## src/lcm_pkg.sv

```systemverilog
// Notes on behaviour
// - cycle-duration mode takes 1..240 hours and 1..10 strokes per cycle.
// - emptying-time mode takes 1..24 whole months.
// - emptying-time mode computes its own cycle duration from the months.
// - pulse mode bursts on external controller commands and on priming, not the timer.
// - a cycle is one gapless burst of up to ten strokes, then a pause.
// - next cycle starts by itself once the cycle duration has elapsed.
// - reset gives cycle-duration mode, small cartridge and switched off.
// - cartridge size is one of two volumes, small or large.
// - info menu only while off, shows settings, changes nothing.
// - manual check only while on, selecting it starts one burst at once.
// - settings menu only while on.
// - priming only while on, runs one burst of exactly 40 strokes.
// - on/off toggle appears at more than one menu position.
// - key indicator shows while the key is sensed.
// - idle on or off state enters screen saver after 10 seconds.
// - with key held, menu items step in fixed order every 2 seconds.
// - lifting the key selects the shown item and clears the indicator.
// - settings and on/off state change, and menu actions trigger, only through the key.
// - after the info presentation the block returns to switched off.
package lcm_pkg;
  // ----------------------------------------------------------------
  // timing
  // ----------------------------------------------------------------
  localparam int CLK_HZ     = 40_000_000;
  localparam int STEP_S     = 2;
  localparam int SAVER_S    = 10;
  localparam int DEB_MS     = 20;
  localparam int FLASH_MS   = 250;
  localparam int STROKE_MS  = 1000;
  localparam int SEC_CYC    = CLK_HZ;
  localparam int STEP_CYC   = STEP_S * CLK_HZ;
  localparam int SAVER_CYC  = SAVER_S * CLK_HZ;
  localparam int DEB_CYC    = DEB_MS * (CLK_HZ / 1000);
  localparam int FLASH_CYC  = FLASH_MS * (CLK_HZ / 1000);
  localparam int STROKE_CYC = STROKE_MS * (CLK_HZ / 1000);
  localparam int INFO_PAGES = 4;
  // ----------------------------------------------------------------
  // limits and derivation
  // ----------------------------------------------------------------
  localparam logic [7:0]  HOURS_MAX    = 8'hF0;
  localparam logic [3:0]  STROKES_MAX  = 4'hA;
  localparam logic [4:0]  MONTHS_MAX   = 5'h18;
  localparam logic [5:0]  FILL_STROKES = 6'h28;
  localparam logic [11:0] SEC_PER_HOUR = 12'hE10;
  localparam logic [11:0] EMPTY_K_SML  = 12'hC27;  // s per month, 833 strokes
  localparam logic [11:0] EMPTY_K_LRG  = 12'h613;  // s per month, 1666 strokes
  // ----------------------------------------------------------------
  // reset values
  // ----------------------------------------------------------------
  localparam logic [7:0]  HOURS_RST    = 8'h18;
  localparam logic [3:0]  STROKES_RST  = 4'h1;
  localparam logic [4:0]  MONTHS_RST   = 5'h0C;
  localparam logic [19:0] CYC_S_RST    = 20'h15180;
  // ----------------------------------------------------------------
  // register map and fields
  // ----------------------------------------------------------------
  localparam logic [3:0] REG_STATUS = 4'h0;
  localparam logic [3:0] REG_STAGE  = 4'h4;
  localparam logic [3:0] REG_ACTIVE = 4'h8;
  localparam logic [3:0] REG_COUNT  = 4'hC;
  localparam int F_HOURS   = 0;
  localparam int F_STROKES = 8;
  localparam int F_MONTHS  = 12;
  localparam int F_MODE    = 17;
  localparam int F_CART    = 19;
  // ----------------------------------------------------------------
  // types
  // ----------------------------------------------------------------
  typedef enum logic [1:0] {
    MODE_CYCLE = 2'b00,
    MODE_EMPTY = 2'b01,
    MODE_PULSE = 2'b10
  } lcm_mode_e;
  typedef enum logic [2:0] {
    ITM_NONE  = 3'b000,
    ITM_ON    = 3'b001,
    ITM_OFF   = 3'b010,
    ITM_INFO  = 3'b011,
    ITM_CHECK = 3'b100,
    ITM_SET   = 3'b101,
    ITM_FILL  = 3'b110
  } lcm_item_e;
endpackage

```

## src/lcm_ctrl.sv

```systemverilog
module lcm_ctrl #(
  parameter int SEC_CYC    = lcm_pkg::SEC_CYC,
  parameter int STEP_CYC   = lcm_pkg::STEP_CYC,
  parameter int SAVER_CYC  = lcm_pkg::SAVER_CYC,
  parameter int DEB_CYC    = lcm_pkg::DEB_CYC,
  parameter int FLASH_CYC  = lcm_pkg::FLASH_CYC,
  parameter int STROKE_CYC = lcm_pkg::STROKE_CYC
) (
  input  wire logic        clk_sys,
  input  wire logic        rst,
  input  wire logic        ce,
  input  wire logic        key_in,
  input  wire logic        plc_cmd,
  input  wire logic [3:0]  reg_addr,
  input  wire logic [31:0] reg_wdata,
  input  wire logic        reg_wr,
  input  wire logic        reg_rd,
  output logic      [31:0] reg_rdata,
  output logic             pump_run,
  output logic             key_ind,
  output logic             confirm_ind,
  output logic             disp_blank,
  output logic             saver,
  output logic      [2:0]  menu_item,
  output logic             dev_on,
  output logic             info_act,
  output logic      [1:0]  info_page
);
  // ----------------------------------------------------------------
  // menu decode
  // ----------------------------------------------------------------
  // item shown at step idx for the current on/off state and mode
  function automatic lcm_pkg::lcm_item_e item_of(input logic on, input logic [2:0] idx,
                                                  input logic [1:0] md);
    lcm_pkg::lcm_item_e it;
    it = lcm_pkg::ITM_NONE;
    if (on)
    begin
      unique case (idx)
        3'h1: it = lcm_pkg::ITM_OFF;
        3'h2: it = (md == lcm_pkg::MODE_PULSE) ? lcm_pkg::ITM_NONE : lcm_pkg::ITM_CHECK;
        3'h3: it = lcm_pkg::ITM_SET;
        3'h4: it = lcm_pkg::ITM_FILL;
        3'h5: it = lcm_pkg::ITM_OFF;
        default: it = lcm_pkg::ITM_NONE;
      endcase
    end
    else
    begin
      unique case (idx)
        3'h1: it = lcm_pkg::ITM_ON;
        3'h2: it = lcm_pkg::ITM_INFO;
        3'h3: it = lcm_pkg::ITM_ON;
        default: it = lcm_pkg::ITM_NONE;
      endcase
    end
    return it;
  endfunction

  logic        sync1_q, sync2_q, key_db_q, key_prev_q;
  logic [25:0] deb_q;
  logic [27:0] step_q;
  logic [2:0]  idx_q;
  logic        on_q, cart_q, info_q;
  logic [1:0]  mode_q, page_q;
  logic [7:0]  hours_q;
  logic [3:0]  strokes_q;
  logic [4:0]  months_q;
  logic [19:0] cyc_s_q, sec_cnt_q;
  logic [31:0] stage_q;
  logic [25:0] pre_q;
  logic [27:0] info_tmr_q;
  logic [5:0]  left_q;
  logic [25:0] stk_tmr_q;
  logic [15:0] done_q;
  logic [2:0]  flash_q;
  logic [23:0] flash_tmr_q;
  logic [29:0] idle_q;
  logic        saver_q;
  logic [31:0] rdata_q;

  // ----------------------------------------------------------------
  // key sync, debounce and stepping
  // ----------------------------------------------------------------
  wire key_chg  = (sync2_q != key_db_q);
  wire key_rise = key_db_q & ~key_prev_q;
  wire key_fall = ~key_db_q & key_prev_q;
  wire lcm_pkg::lcm_item_e cur_item = item_of(on_q, idx_q, mode_q);
  wire sel      = key_fall & (cur_item != lcm_pkg::ITM_NONE) & ~info_q;
  wire sel_on   = sel & (cur_item == lcm_pkg::ITM_ON);
  wire sel_off  = sel & (cur_item == lcm_pkg::ITM_OFF);
  wire sel_info = sel & (cur_item == lcm_pkg::ITM_INFO);
  wire sel_chk  = sel & (cur_item == lcm_pkg::ITM_CHECK);
  wire sel_set  = sel & (cur_item == lcm_pkg::ITM_SET);
  wire sel_fill = sel & (cur_item == lcm_pkg::ITM_FILL);

  // two-flop synchroniser, then hold-off until stable
  always_ff @(posedge clk_sys or posedge rst)
  begin
    if (rst)
    begin
      sync1_q <= 1'b0;
      sync2_q <= 1'b0;
      key_db_q <= 1'b0;
      key_prev_q <= 1'b0;
      deb_q <= '0;
    end
    else if (ce)
    begin
      sync1_q <= key_in;
      sync2_q <= sync1_q;
      key_prev_q <= key_db_q;
      deb_q <= key_chg ? deb_q + 26'h1 : '0;
      if (key_chg && deb_q == 26'(DEB_CYC - 1))
        key_db_q <= sync2_q;
    end
  end

  // step index advances every STEP_CYC while key held
  always_ff @(posedge clk_sys or posedge rst)
  begin
    if (rst)
    begin
      step_q <= '0;
      idx_q <= 3'h0;
    end
    else if (ce)
    begin
      if (!key_db_q || key_rise)
      begin
        step_q <= '0;
        idx_q <= key_fall ? idx_q : 3'h0;
      end
      else if (step_q == 28'(STEP_CYC - 1))
      begin
        step_q <= '0;
        if (idx_q != 3'h6)
          idx_q <= idx_q + 3'h1;  // saturates past the last item
      end
      else
        step_q <= step_q + 28'h1;
    end
  end

  // ----------------------------------------------------------------
  // settings
  // ----------------------------------------------------------------
  wire [7:0] stg_hours   = stage_q[lcm_pkg::F_HOURS +: 8];
  wire [3:0] stg_strokes = stage_q[lcm_pkg::F_STROKES +: 4];
  wire [4:0] stg_months  = stage_q[lcm_pkg::F_MONTHS +: 5];
  wire [1:0] stg_mode    = stage_q[lcm_pkg::F_MODE +: 2];
  wire       stg_cart    = stage_q[lcm_pkg::F_CART];
  wire ok_cyc  = stg_hours != 8'h0 && stg_hours <= lcm_pkg::HOURS_MAX
               && stg_strokes != 4'h0 && stg_strokes <= lcm_pkg::STROKES_MAX;
  wire ok_emp  = stg_months != 5'h0 && stg_months <= lcm_pkg::MONTHS_MAX;
  wire ok_mode = (stg_mode == lcm_pkg::MODE_CYCLE && ok_cyc)
               || (stg_mode == lcm_pkg::MODE_EMPTY && ok_emp)
               || stg_mode == lcm_pkg::MODE_PULSE;
  wire [11:0] emp_k = stg_cart ? lcm_pkg::EMPTY_K_LRG : lcm_pkg::EMPTY_K_SML;
  wire [19:0] cyc_from_h = 20'(stg_hours * lcm_pkg::SEC_PER_HOUR);
  wire [19:0] cyc_from_m = 20'(stg_months * emp_k);
  wire        apply      = sel_set & ok_mode;        // key selection only
  localparam logic [3:0] STROKES_ONE = 4'h1;         // emptying mode doses one stroke

  // staged values from software take effect only on key-confirmed settings
  always_ff @(posedge clk_sys or posedge rst)
  begin
    if (rst)
    begin
      stage_q <= '0;
      mode_q <= lcm_pkg::MODE_CYCLE;
      cart_q <= 1'b0;                 // small cartridge
      hours_q <= lcm_pkg::HOURS_RST;
      strokes_q <= lcm_pkg::STROKES_RST;
      months_q <= lcm_pkg::MONTHS_RST;
      cyc_s_q <= lcm_pkg::CYC_S_RST;
    end
    else if (ce)
    begin
      if (reg_wr && reg_addr == lcm_pkg::REG_STAGE)
        stage_q <= {12'h0, reg_wdata[19:0]};
      if (apply)
      begin
        mode_q <= stg_mode;
        cart_q <= stg_cart;
        if (stg_mode == lcm_pkg::MODE_CYCLE)
        begin
          hours_q <= stg_hours;
          strokes_q <= stg_strokes;
          cyc_s_q <= cyc_from_h;
        end
        else if (stg_mode == lcm_pkg::MODE_EMPTY)
        begin
          months_q <= stg_months;
          strokes_q <= STROKES_ONE;
          cyc_s_q <= cyc_from_m;
        end
      end
    end
  end

  // on/off and info presentation
  always_ff @(posedge clk_sys or posedge rst)
  begin
    if (rst)
    begin
      on_q <= 1'b0;
      info_q <= 1'b0;
      info_tmr_q <= '0;
      page_q <= 2'h0;
    end
    else if (ce)
    begin
      if (sel_on)
        on_q <= 1'b1;
      else if (sel_off)
        on_q <= 1'b0;
      if (sel_info)
      begin
        info_q <= 1'b1;
        info_tmr_q <= '0;
        page_q <= 2'h0;
      end
      else if (info_q)
      begin
        if (info_tmr_q == 28'(STEP_CYC - 1))
        begin
          info_tmr_q <= '0;
          page_q <= page_q + 2'h1;
          if (page_q == 2'(lcm_pkg::INFO_PAGES - 1))
            info_q <= 1'b0;  // back to plain off
        end
        else
          info_tmr_q <= info_tmr_q + 28'h1;
      end
    end
  end

  // ----------------------------------------------------------------
  // cycle scheduler and pump burst
  // ----------------------------------------------------------------
  wire sec_tick  = (pre_q == 26'(SEC_CYC - 1));
  wire timed     = on_q & (mode_q != lcm_pkg::MODE_PULSE);
  wire due       = timed & sec_tick & (sec_cnt_q + 20'h1 >= cyc_s_q);
  wire start_on  = sel_on & (mode_q != lcm_pkg::MODE_PULSE);
  wire plc_go    = on_q & (mode_q == lcm_pkg::MODE_PULSE) & plc_cmd;
  wire busy      = (left_q != 6'h0);
  wire [5:0] req_n = sel_fill ? lcm_pkg::FILL_STROKES : {2'b00, strokes_q};
  wire req       = sel_fill | sel_chk | due | start_on | plc_go;

  // seconds since the current cycle began; prescaler restarts with each cycle
  // so the period is exact and not short by up to one second
  always_ff @(posedge clk_sys or posedge rst)
  begin
    if (rst)
    begin
      pre_q <= '0;
      sec_cnt_q <= '0;
    end
    else if (ce)
    begin
      pre_q <= (sec_tick || start_on || !timed) ? '0 : pre_q + 26'h1;
      if (!timed || start_on || due)
        sec_cnt_q <= '0;  // cycle restarts its clock
      else if (sec_tick)
        sec_cnt_q <= sec_cnt_q + 20'h1;
    end
  end

  // strokes back to back, no gap while left_q nonzero
  always_ff @(posedge clk_sys or posedge rst)
  begin
    if (rst)
    begin
      left_q <= 6'h0;
      stk_tmr_q <= '0;
      done_q <= '0;
    end
    else if (ce)
    begin
      if (!busy && req)
      begin
        left_q <= req_n;
        stk_tmr_q <= '0;
      end
      else if (busy)
      begin
        if (stk_tmr_q == 26'(STROKE_CYC - 1))
        begin
          stk_tmr_q <= '0;
          left_q <= left_q - 6'h1;
          done_q <= done_q + 16'h1;
        end
        else
          stk_tmr_q <= stk_tmr_q + 26'h1;
      end
    end
  end

  // ----------------------------------------------------------------
  // display indicators
  // ----------------------------------------------------------------
  // four half periods: blank, lit, blank, lit
  always_ff @(posedge clk_sys or posedge rst)
  begin
    if (rst)
    begin
      flash_q <= 3'h0;
      flash_tmr_q <= '0;
    end
    else if (ce)
    begin
      if (sel)
      begin
        flash_q <= 3'h4;
        flash_tmr_q <= '0;
      end
      else if (flash_q != 3'h0)
      begin
        if (flash_tmr_q == 24'(FLASH_CYC - 1))
        begin
          flash_tmr_q <= '0;
          flash_q <= flash_q - 3'h1;
        end
        else
          flash_tmr_q <= flash_tmr_q + 24'h1;
      end
    end
  end

  wire activity = key_db_q | info_q | (flash_q != 3'h0) | busy;

  // screen saver after idle time
  always_ff @(posedge clk_sys or posedge rst)
  begin
    if (rst)
    begin
      idle_q <= '0;
      saver_q <= 1'b0;
    end
    else if (ce)
    begin
      if (activity)
      begin
        idle_q <= '0;
        saver_q <= 1'b0;
      end
      else if (idle_q == 30'(SAVER_CYC - 1))
        saver_q <= 1'b1;
      else
        idle_q <= idle_q + 30'h1;
    end
  end

  // ----------------------------------------------------------------
  // status read port
  // ----------------------------------------------------------------
  wire [31:0] st_word = {22'h0, info_q, busy, cur_item, key_db_q, cart_q, mode_q, on_q};
  wire [31:0] act_word = {12'h0, cart_q, mode_q, months_q, strokes_q, hours_q};
  wire [31:0] rd_mux =
    (reg_addr == lcm_pkg::REG_STATUS) ? st_word :
    (reg_addr == lcm_pkg::REG_STAGE)  ? stage_q :
    (reg_addr == lcm_pkg::REG_ACTIVE) ? act_word :
    (reg_addr == lcm_pkg::REG_COUNT)  ? {16'h0, done_q} : 32'h0;

  // read data valid only in the cycle after the strobe
  always_ff @(posedge clk_sys or posedge rst)
  begin
    if (rst)
      rdata_q <= '0;
    else if (ce)
      rdata_q <= reg_rd ? rd_mux : 32'h0;
  end

  assign reg_rdata   = rdata_q;
  assign pump_run    = busy;
  assign key_ind     = key_db_q;
  assign confirm_ind = (flash_q != 3'h0);
  assign disp_blank  = flash_q[0] == 1'b0 && flash_q != 3'h0;
  assign saver       = saver_q;
  assign menu_item   = key_db_q ? cur_item : lcm_pkg::ITM_NONE;
  assign dev_on      = on_q;
  assign info_act    = info_q;
  assign info_page   = page_q;
endmodule

```

## config.mk

```make
export PLATFORM = sky130hd
export DESIGN_NAME = lcm_ctrl
export DESIGN_NICKNAME = d
export VERILOG_FILES = /design/src/lcm_pkg.sv /design/src/lcm_ctrl.sv
export SDC_FILE = /design/constraint.sdc
export NUM_CORES = 1
export LEC_CHECK = 0
export ABC_AREA = 1
export BUFFER_PORTS_ARGS = -buffer_cell sky130_fd_sc_hd__buf_4
export CORE_AREA = 5 5 192 194
export CTS_BUF_LIST = sky130_fd_sc_hd__clkbuf_4 sky130_fd_sc_hd__clkbuf_8
export DETAILED_ROUTE_END_ITERATION = 8
export DIE_AREA = 0 0 197 199
export PLACE_DENSITY = 0.82
export SETUP_SLACK_MARGIN = 0.02
export SLEW_MARGIN = 5
export SYNTH_ARGS = -nofsm -noshare
export SYNTH_HDL_FRONTEND = slang
export SYNTH_SLANG_ARGS = --single-unit
```

## constraint.sdc

```tcl
create_clock -name clk_sys -period 12.1 [get_ports clk_sys]
set_input_delay 0 -clock clk_sys [delete_from_list [all_inputs] [get_ports clk_sys]]
set_output_delay 0 -clock clk_sys [all_outputs]
set_load 0.05 [all_outputs]
```

Word level (Yosys, flattened, before mapping) --
Cells that the tools add are included.
Word-level totals: memories 0, ROM bits 0, output and inout port bits 44, bits in writable memories 0, input bits 43, word-level logic and storage cells 221, latch bits 0, register bits after elaboration 337
Operators by class: $lt $le $gt $ge 4, bitwise gates (word level) 30, shift operators 0, multiply operators 2, add/sub/neg operators 13, reduce and logical (&&, ||, !) cells 60, divide/modulo/power cells 0, equality and inequality tests 30, mux-type cells 54
Operator list (number):
- 2-to-1 mux 20 bit | 8
- 2-to-1 mux 28 bit | 5
- 2-to-1 mux 26 bit | 5
- adder 26 x 1 -> 26 bit, second input constant | 3
- 2-to-1 mux 24 bit | 3
- 2-to-1 mux 30 bit | 2
- adder 28 x 1 -> 28 bit, second input constant | 2
- == test 28 x 27 -> 1 bit, second input constant | 2
- == test 26 bit, second input constant | 2
- adder 30 x 1 -> 30 bit, second input constant | 1
- == test 30 x 29 -> 1 bit, second input constant | 1
- 2-to-1 mux 3 bit | 10
- == test 26 x 20 -> 1 bit, second input constant | 1
- adder 24 x 1 -> 24 bit, second input constant | 1
- == test 24 bit, second input constant | 1
- 2-to-1 mux 6 bit | 4
- nonzero test 2 bit | 12
- adder 20 x 1 -> 20 bit, second input constant | 1
- >= comparator 20 bit | 1
- AND reduction 2 bit | 10
- bitwise AND 1 bit | 17
- multiplier 5 x 12 -> 17 bit | 1
- adder 16 x 1 -> 16 bit, second input constant | 1
- multiplier 8 x 8 -> 16 bit, second input constant | 1
- other kinds (39) | 98

Depth between registers and ports, before layout --
Gate-level depths: netlist of run 1.
depth in word-level cells 15, mapped depth 23, gate-level depth less buffers 23

Least setup slack after synthesis of run 1 --
Ideal clock, no wire load.
path type register to register, from register stage_q[19], to register cyc_s_q[9], data arrival time 3428 ps, period minus slack after synthesis 3544 ps, path buffers 1, setup slack 8556 ps, required time 11984 ps, library setup time 116 ps, cell stages (with the launch flop) 18, cells stage by stage dfrtp_1 -> clkbuf_1 -> nor2_1 -> fa_1 -> fa_1 -> inv_1 -> fa_1 -> inv_1 -> ha_1 -> nand2_1 -> inv_1 -> a21boi_0 -> o21ai_0 -> or2_2 -> nand3_1 -> nand2_1 -> nand2_1 -> nand2_1
On the way: word-level cells in the longest chain between the ends 4
Ends and longest elaborated chain:
- from (decl) | line lcm_ctrl.sv:70 | logic [31:0] stage_q;
- from (signal assigned) | line lcm_ctrl.sv:181 | stage_q <= {12'h0, reg_wdata[19:0]};
- 2-to-1 mux 12 bit | line lcm_ctrl.sv:159 | wire [11:0] emp_k = stg_cart ? lcm_pkg::EMPTY_K_LRG : lcm_pkg::EMPTY_K_SML;
- multiplier 5 x 12 -> 17 bit | line lcm_ctrl.sv:161 | wire [19:0] cyc_from_m = 20'(stg_months * emp_k);
- 2-to-1 mux 20 bit | line lcm_ctrl.sv:192 | else if (stg_mode == lcm_pkg::MODE_EMPTY)
- 2-to-1 mux 20 bit | line lcm_ctrl.sv:186 | if (stg_mode == lcm_pkg::MODE_CYCLE)
- to (signal assigned) | line lcm_ctrl.sv:176 | cyc_s_q <= lcm_pkg::CYC_S_RST;
- to (signal assigned) | line lcm_ctrl.sv:190 | cyc_s_q <= cyc_from_h;
- to (signal assigned) | line lcm_ctrl.sv:196 | cyc_s_q <= cyc_from_m;
- to (decl) | line lcm_ctrl.sv:69 | logic [19:0] cyc_s_q, sec_cnt_q;
No other way between the ends. The select of a mux whose other input is x is not followed. A chain may end at the register's enable or synchronous reset.

Worst setup path after layout of run 1 --
from register stage_q[14], to register cyc_s_q[16]
On the way: word-level cells in the longest chain between the ends 7, elaborated cells on any way between the ends 11, classes of those cells 1 x mul; 1 x order compare; 2 x mux; 1 x bitwise; 6 x reduce/logical
Ends and longest elaborated chain:
- branches (longest 7 deep; another with multiplier 5 x 12 -> 17 bit)
Several ways; the timed one is not identified. The select of a mux whose other input is x is not followed.

==> results of run 1 <==
-- metrics by stage --
| stage | instance area [µm²] | hold slack, ns | cells |
|---|---|---|---|
| after CTS | 24400 | 0.00209 | 3572 |
| after global routing | 24400 | 0.0457 | 3572 |
| after global placement | 22700 | 0.180 | 3438 |
| after floorplan | 22100 | 0.117 | 2993 |
| final | 24400 | 0.0205 | 3572 |
| after detailed placement | 22700 | 0.193 | 3438 |
-- state kept, by name (all words and copies together) (netlist names), 2 cells and up --
| register | count |
|---|---|
| stage_q | 20 |
| cyc_s_q | 20 |
| strokes_q | 4 |
| pre_q | 26 |
| left_q | 6 |
| hours_q | 8 |
| sec_cnt_q | 20 |
| idle_q | 30 |
| stk_tmr_q | 26 |
| months_q | 5 |
| flash_q | 3 |
| done_q | 16 |
| info_tmr_q | 28 |
| idx_q | 3 |
| deb_q | 26 |
| flash_tmr_q | 24 |
| step_q | 28 |
| info_page | 2 |
| reg_rdata | 20 |
| mode_q | 2 |
-- cell families after synthesis --
family | after synthesis | synth area share [%]
and+or+nand+nor | 1588 | 32.0
buffers and inverters | 447 | 8.52
AOI/OAI and AO/OA | 351 | 8.96
DFF | 325 | 36.9
adders and majority gates | 140 | 8.51
xor gates and xnor gates | 125 | 4.99
muxes | 2 | 0.102
other | 1 | 0.0170
-- layout make-up --
cell class | count | area [µm²] | area share (%)
flip-flops and latches | 325 | 8150 | 33.4
multi-input cells | 2221 | 12100 | 49.7
inverters | 357 | 1350 | 5.52
clock buffers | 90 | 1130 | 4.64
well taps | 461 | 577 | 2.36
clock inverters | 11 | 183 | 0.749
repair buffers | 107 | 886 | 3.63
-- cell usage in the layout (no fill, tap or decap), types with 10 or more instances in the layout --
master / count
conb_1: 15
nor2_2: 11
ha_1: 123
o31ai_1: 33
nand2_2: 15
fa_1: 17
inv_2: 16
dfrtp_1: 315
dlygate4sd3_1: 33
buf_4: 74
nand2_1: 768
or2_2: 11
nand3_1: 171
nand3_2: 10
dfstp_2: 10
nand4_1: 95
nor3_1: 98
nor2_1: 318
xnor2_1: 28
o21ai_1: 29
nor4_1: 42
a21oi_1: 89
nor3b_1: 11
clkbuf_4: 17
inv_1: 339
o21ai_0: 155
clkbuf_8: 73
xor2_1: 96
-- worst max-delay path, delay by kind of cell, from the launching register on --
family,cells,cell delay (ns)
buffers and inverters,3,0.31
adder cells (fa/ha/maj),4,1.76
flip-flops,1,0.46
AND/OR/NAND/NOR,10,0.87
AO/OA/AOI/OAI,2,0.49
-- power by group --
| group | internal [mW] | switching, mW |
|---|---|---|
| Sequential | 1.15 | 0.0733 |
| Clock | 0.696 | 0.469 |
| Combinational | 0.460 | 0.803 |
-- path summary, 6_finish.rpt --
kind,cells past startpoint,to,from,slack [ns]
hold reg to reg,2,months_q[2],months_q[2],0.46
hold / removal,3,flash_q[0],rst,0.02
max in group asynchronous,4,hours_q[5],rst,10.57
min in group clk_sys,5,stage_q[2],reg_wr,0.05
setup reg to reg,19,cyc_s_q[16],stage_q[14],8.13
setup / recovery,19,cyc_s_q[16],stage_q[14],8.13
-- layer usage --
metal / global-route usage [%] / share of wire, % / vias to the layer above
met5: 0 / 0 / -
met4: 10.9 / 3.5 / 0
met3: 4.42 / 5.7 / 122
met2: 47.4 / 47 / 673
met1: 37.7 / 43 / 9649
li1: - / - / 9901
==> impl_results.md, run 1 <==
- CTS resizes: 0
- TritonCTS Buffers: 57
- CP Launch Type: flip-flop
- Max-capacitance violation count: 0
- # fillers: 2931
- Core Area: 35100 µm²
- Crit path cell chain: inv_1 > nor2_1 > fa_1 > fa_1 > inv_1 > fa_1 > inv_1 > ha_1 > a21oi_1 > nand2_1 > nand2_1 > nand2_1 > nand3_1 > nand4_1 > nand2_1 > nand2_1 > o21ai_0 > nand2_1 > nand2_1
- CTS Buffer Depth: 3
- Final Max Slew Viols: 0
- Die area: 39200 µm²
- Final #Nets: 3252
- Yosys top cell area share: 35.7%
- Antenna viol nets, final: 0
- Skew final: 0.0180 ns
- # H-tree levels: 2
- DP Worst Slack: 8.14 ns
- Post-synthesis sequential area ratio: 36.9%
- Clock sinks: 325
- Top-count cell post-synth: nand2_1
- N_diodes: 0
- Tot GR Track Use: 28.4%
- Synth top cells by count: nand2_1, inv_1, nor2_1
- Clk root buf: clkbuf_8
- Starting Density: 63.0%
- Final min period: 3.97 ns
- Fin worst setup slack: 8.13 ns
- Setup CP Type: flip-flop to flip-flop
- Crit path arrival time: 4.55 ns
- Initial antenna violation count: 0
- Final GP Congestion: 0.948
- TNS Setup: 0 ns
- FF+latch count, synth: 325
- Setup violators final: 0
- CP max-delay cell: fa_1
- Total grt overflow: 0
- Crit Path Max Fanout: 6
- Distinct cell type count of the synthesized netlist: 62
- Most used cell, CP: nand2_1
- Synth top area cells: dfrtp_1, nand2_1, ha_1
- LEAKAGE: 11.6 nW
- Drc violations: 0
- Worst hold path class: input pin to async pin
- DP HPWL: 40700 µm
- RSZ-0062 raised after global routing: false
- Post-synthesis cell count: 2979
- CP required: 12.67 ns
- Slew margin rel.: 34.3%
- Status: complete, no violations
- Critical path endpoint category: flip-flop
- CTS tree: yes
- Largest area contributor in the netlist: dfrtp_1
- Maximum vdd drop: 0.233 mV
- Post-synth EDFFs: 0
- P&R area growth vs syn: 10.4%
- Rows: 69
- CP max stage delay: 0.51 ns
- Fmax: 252 MHz
- Top FF cell, synth: dfrtp_1
- # IOs: 87
- Vias in the first global route: 19715
- Final wirelength: 55400 µm
- DR iter-0 viols: 1735
- Number of hold buffers added after CTS: 33
- Die Span Y: 199 µm
- Power, Total: 3.65 mW
- Number of port buffers: 62
- Vias/cell: 5.70
- Post-synthesis average cell area: 7.42 µm²
- Asr flop ratio synth: 100%
- Post-CTS setup buffer count: 0
- Clk_lat worst skew: 0.64 ns
- First-pass GRT wire length: 93700 µm
- Period utilisation layout: 32.8%
- Fraction of layout cells with a size suffix above 1: 9.06%
- YS warnings: 0
- Wirelength per Cell: 15.5 µm
- Utilization after layout: 69.6%
- Final Hold Vio Count: 0
- Largest net degree at the start of global routing: 103
- Power Density: 150 nW/µm²
- Synth Cell Area: 22100 µm²
- Worst Tran Pin Value: 0.985 ns
- Total vias in the final route: 20345
- Clk pin slew, worst setup/hold paths: 0.06 ns
- Die extent in x: 197 µm
- DR pass1 iterations: 6
Power figures use the tool's default switching activity.
==> run 2: changes to the inputs <==
CORE_AREA = 5 5 200 202   (was 5 5 192 194)
DIE_AREA = 0 0 205 207   (was 0 0 197 199)
PLACE_DENSITY = 0.79   (was 0.82)
clock period = 3.55 ns   (was 12.1 ns; I/O delays follow)
==> run 2 against run 1 <==
  * Non-clock buffer count rose by 65
  * Worst hold slack better by 0.047 ns
  * Cell count up 3.6%
  * Highest routed layer unchanged
  * Largest power group unchanged
  * Setup slack got worse by 8.0 ns
==> impl_results.md, run 2 (synthesized netlist as in run 1, its figures left out) <==
- Status: complete, no violations
- # H-tree levels: 2
- # IOs: 87
- Rows: 72
- Final #Nets: 3318
- Tot GR Track Use: 26.8%
- Skew final: 0.0450 ns
- Core Area: 38100 µm²
- Maximum vdd drop: 0.879 mV
- Met1 usage: 35.2%
- Wirelength per Cell: 15.7 µm
- Crit Path Max Fanout: 6
- Vias in the first global route: 19886
- Fraction of layout cells with a size suffix above 1: 11.8%
- CTS tree: yes
- Die Span Y: 207 µm
- Total vias in the final route: 20650
- DR iter-0 viols: 1767
- Final Hold Vio Count: 0
- Final std cells w/o fill: 3701
- P&R area growth vs syn: 14.9%
- Area after DPL: 23100 µm²
- # fillers: 3163
- Vias/cell: 5.58
- Period utilisation layout: 97.4%
- Worst Tran Pin Value: 0.930 ns
- Initial antenna violation count: 1
- Finished Cell Area: 25400 µm²
- Clk pin slew, worst setup/hold paths: 0.06 ns
- Power, Total: 13.3 mW
- Setup CP Type: flip-flop to flip-flop
- First-pass GRT wire length: 96200 µm
- Final Max Slew Viols: 0
- CTS Buffer Depth: 3
- Number of port buffers: 62
- Largest register FFs: 30
- Slew margin rel.: 38.0%
- GRT met2 Usage: 44.4%
- TritonCTS Buffers: 58
- Final GP Congestion: 0.967
- Cells after DPL: 3522
- Final wirelength: 58000 µm
- Most common cell after layout, fill and taps aside: nand2_1
- Clk root buf: clkbuf_8
- Setup violators final: 0
- Total grt overflow: 0
- Final min period: 3.46 ns
- LEAKAGE: 11.9 nW
- Largest regs: idle_q x30, info_tmr_q x28, step_q x28
- Die extent in x: 205 µm
- RSZ-0062 raised after global routing: true
- Worst hold path class: input pin to flip-flop
- Crit path arrival time: 4.02 ns
- Reg with most FFs: idle_q
- CP Launch Type: flip-flop
- Drc violations: 0
- Largest net degree at the start of global routing: 141
- Starting Density: 58.0%
- Most used routing layer: met2
- Commonest non-fill, non-tap cells in the layout: nand2_1, inv_1, nor2_1
- Power Density: 526 nW/µm²
- Antenna viol nets, final: 0
- DR pass1 iterations: 8
- Die area: 42400 µm²
- Met3 Use GR: 4.25%
- DP HPWL: 41400 µm
- Critical path endpoint category: flip-flop
- Fmax: 289 MHz
- Clk_lat worst skew: 0.67 ns
- Max-capacitance violation count: 0
- Clock sinks: 325
- CP required: 4.11 ns
-- run 2: timing repair --
item / 4_1_cts / 5_1_grt
resized for setup: 4 / 64
endpoints found under the hold margin: 115 / 0
buffers inserted: 0 / 10
pin swaps: 0 / 21
gates cloned: 0 / 1
setup endpoints to repair: 12 / 65
hold buffers: 60 / 0
-- run 2: worst paths after layout --
path | slack (ns) | start | cells after the start | end
min in group asynchronous | 0.60 | rst | 4 | done_q[1]
worst max-delay path | 0.09 | stage_q[15] | 20 | cyc_s_q[13]
worst max register to register | 0.09 | stage_q[15] | 20 | cyc_s_q[13]
max in group asynchronous | 1.76 | rst | 5 | pre_q[13]
worst min-delay path | 0.07 | reg_wr | 4 | stage_q[9]
worst min register to register | 0.46 | months_q[2] | 2 | months_q[2]
-- run 2: cell type report --
type	count	area, µm²	area share [%]
Clock inverter	18	199	0.784
Timing Repair Buffer	172	1510	5.96
Tap cell	518	648	2.55
Antenna cell	1	2.50	0.00986
Clock buffer	89	1160	4.55
Inverter	357	1340	5.29
Sequential cell	325	8160	32.1
Multi-Input combinational cell	2221	12400	48.7
-- run 2: report_power, final --
group	internal, mW	switching (mW)	leakage (nW)	total [mW]
sequential	3.92	0.223	4.27	4.14
combinational	2.02	3.16	6.92	5.18
clock	2.37	1.65	0.716	4.02
-- run 2: metrics by stage --
stage,hold WS (ns),setup TNS (ns),worst slack [ns],utilization [%]
global placement,0.109,0,0.0914,60.5
global route,0.0774,-0.467,-0.100,66.6
CTS,0.0175,0,0.0210,65.7
floorplan,0.117,-245.25,-0.779,-
detailed placement,0.120,-0.0815,-0.0536,60.5
finish,0.0674,0,0.0940,66.6
-- run 2: per-layer routing --
metal	up-vias	wire length, µm
met4	0	2420
li1	10063	-
met1	9759	24800
met2	677	27600
met5	-	0
met3	151	3200
-- run 2: worst max-delay path: stages (launching register included) --
cell,delay [ns]
dfrtp_2,0.44
inv_1,0.09
nor2_1,0.05
ha_1,0.35
fa_1,0.56
inv_1,0.06
fa_1,0.49
inv_1,0.06
ha_4,0.31
nand2_2,0.08
o21ai_1,0.14
nand2_1,0.12
nand3_2,0.11
nand2_1,0.06
nand2_1,0.08
nor2_1,0.05
nor2_1,0.10
nand2_1,0.05
nand2_1,0.05
nand2_1,0.05
nand2_1,0.07
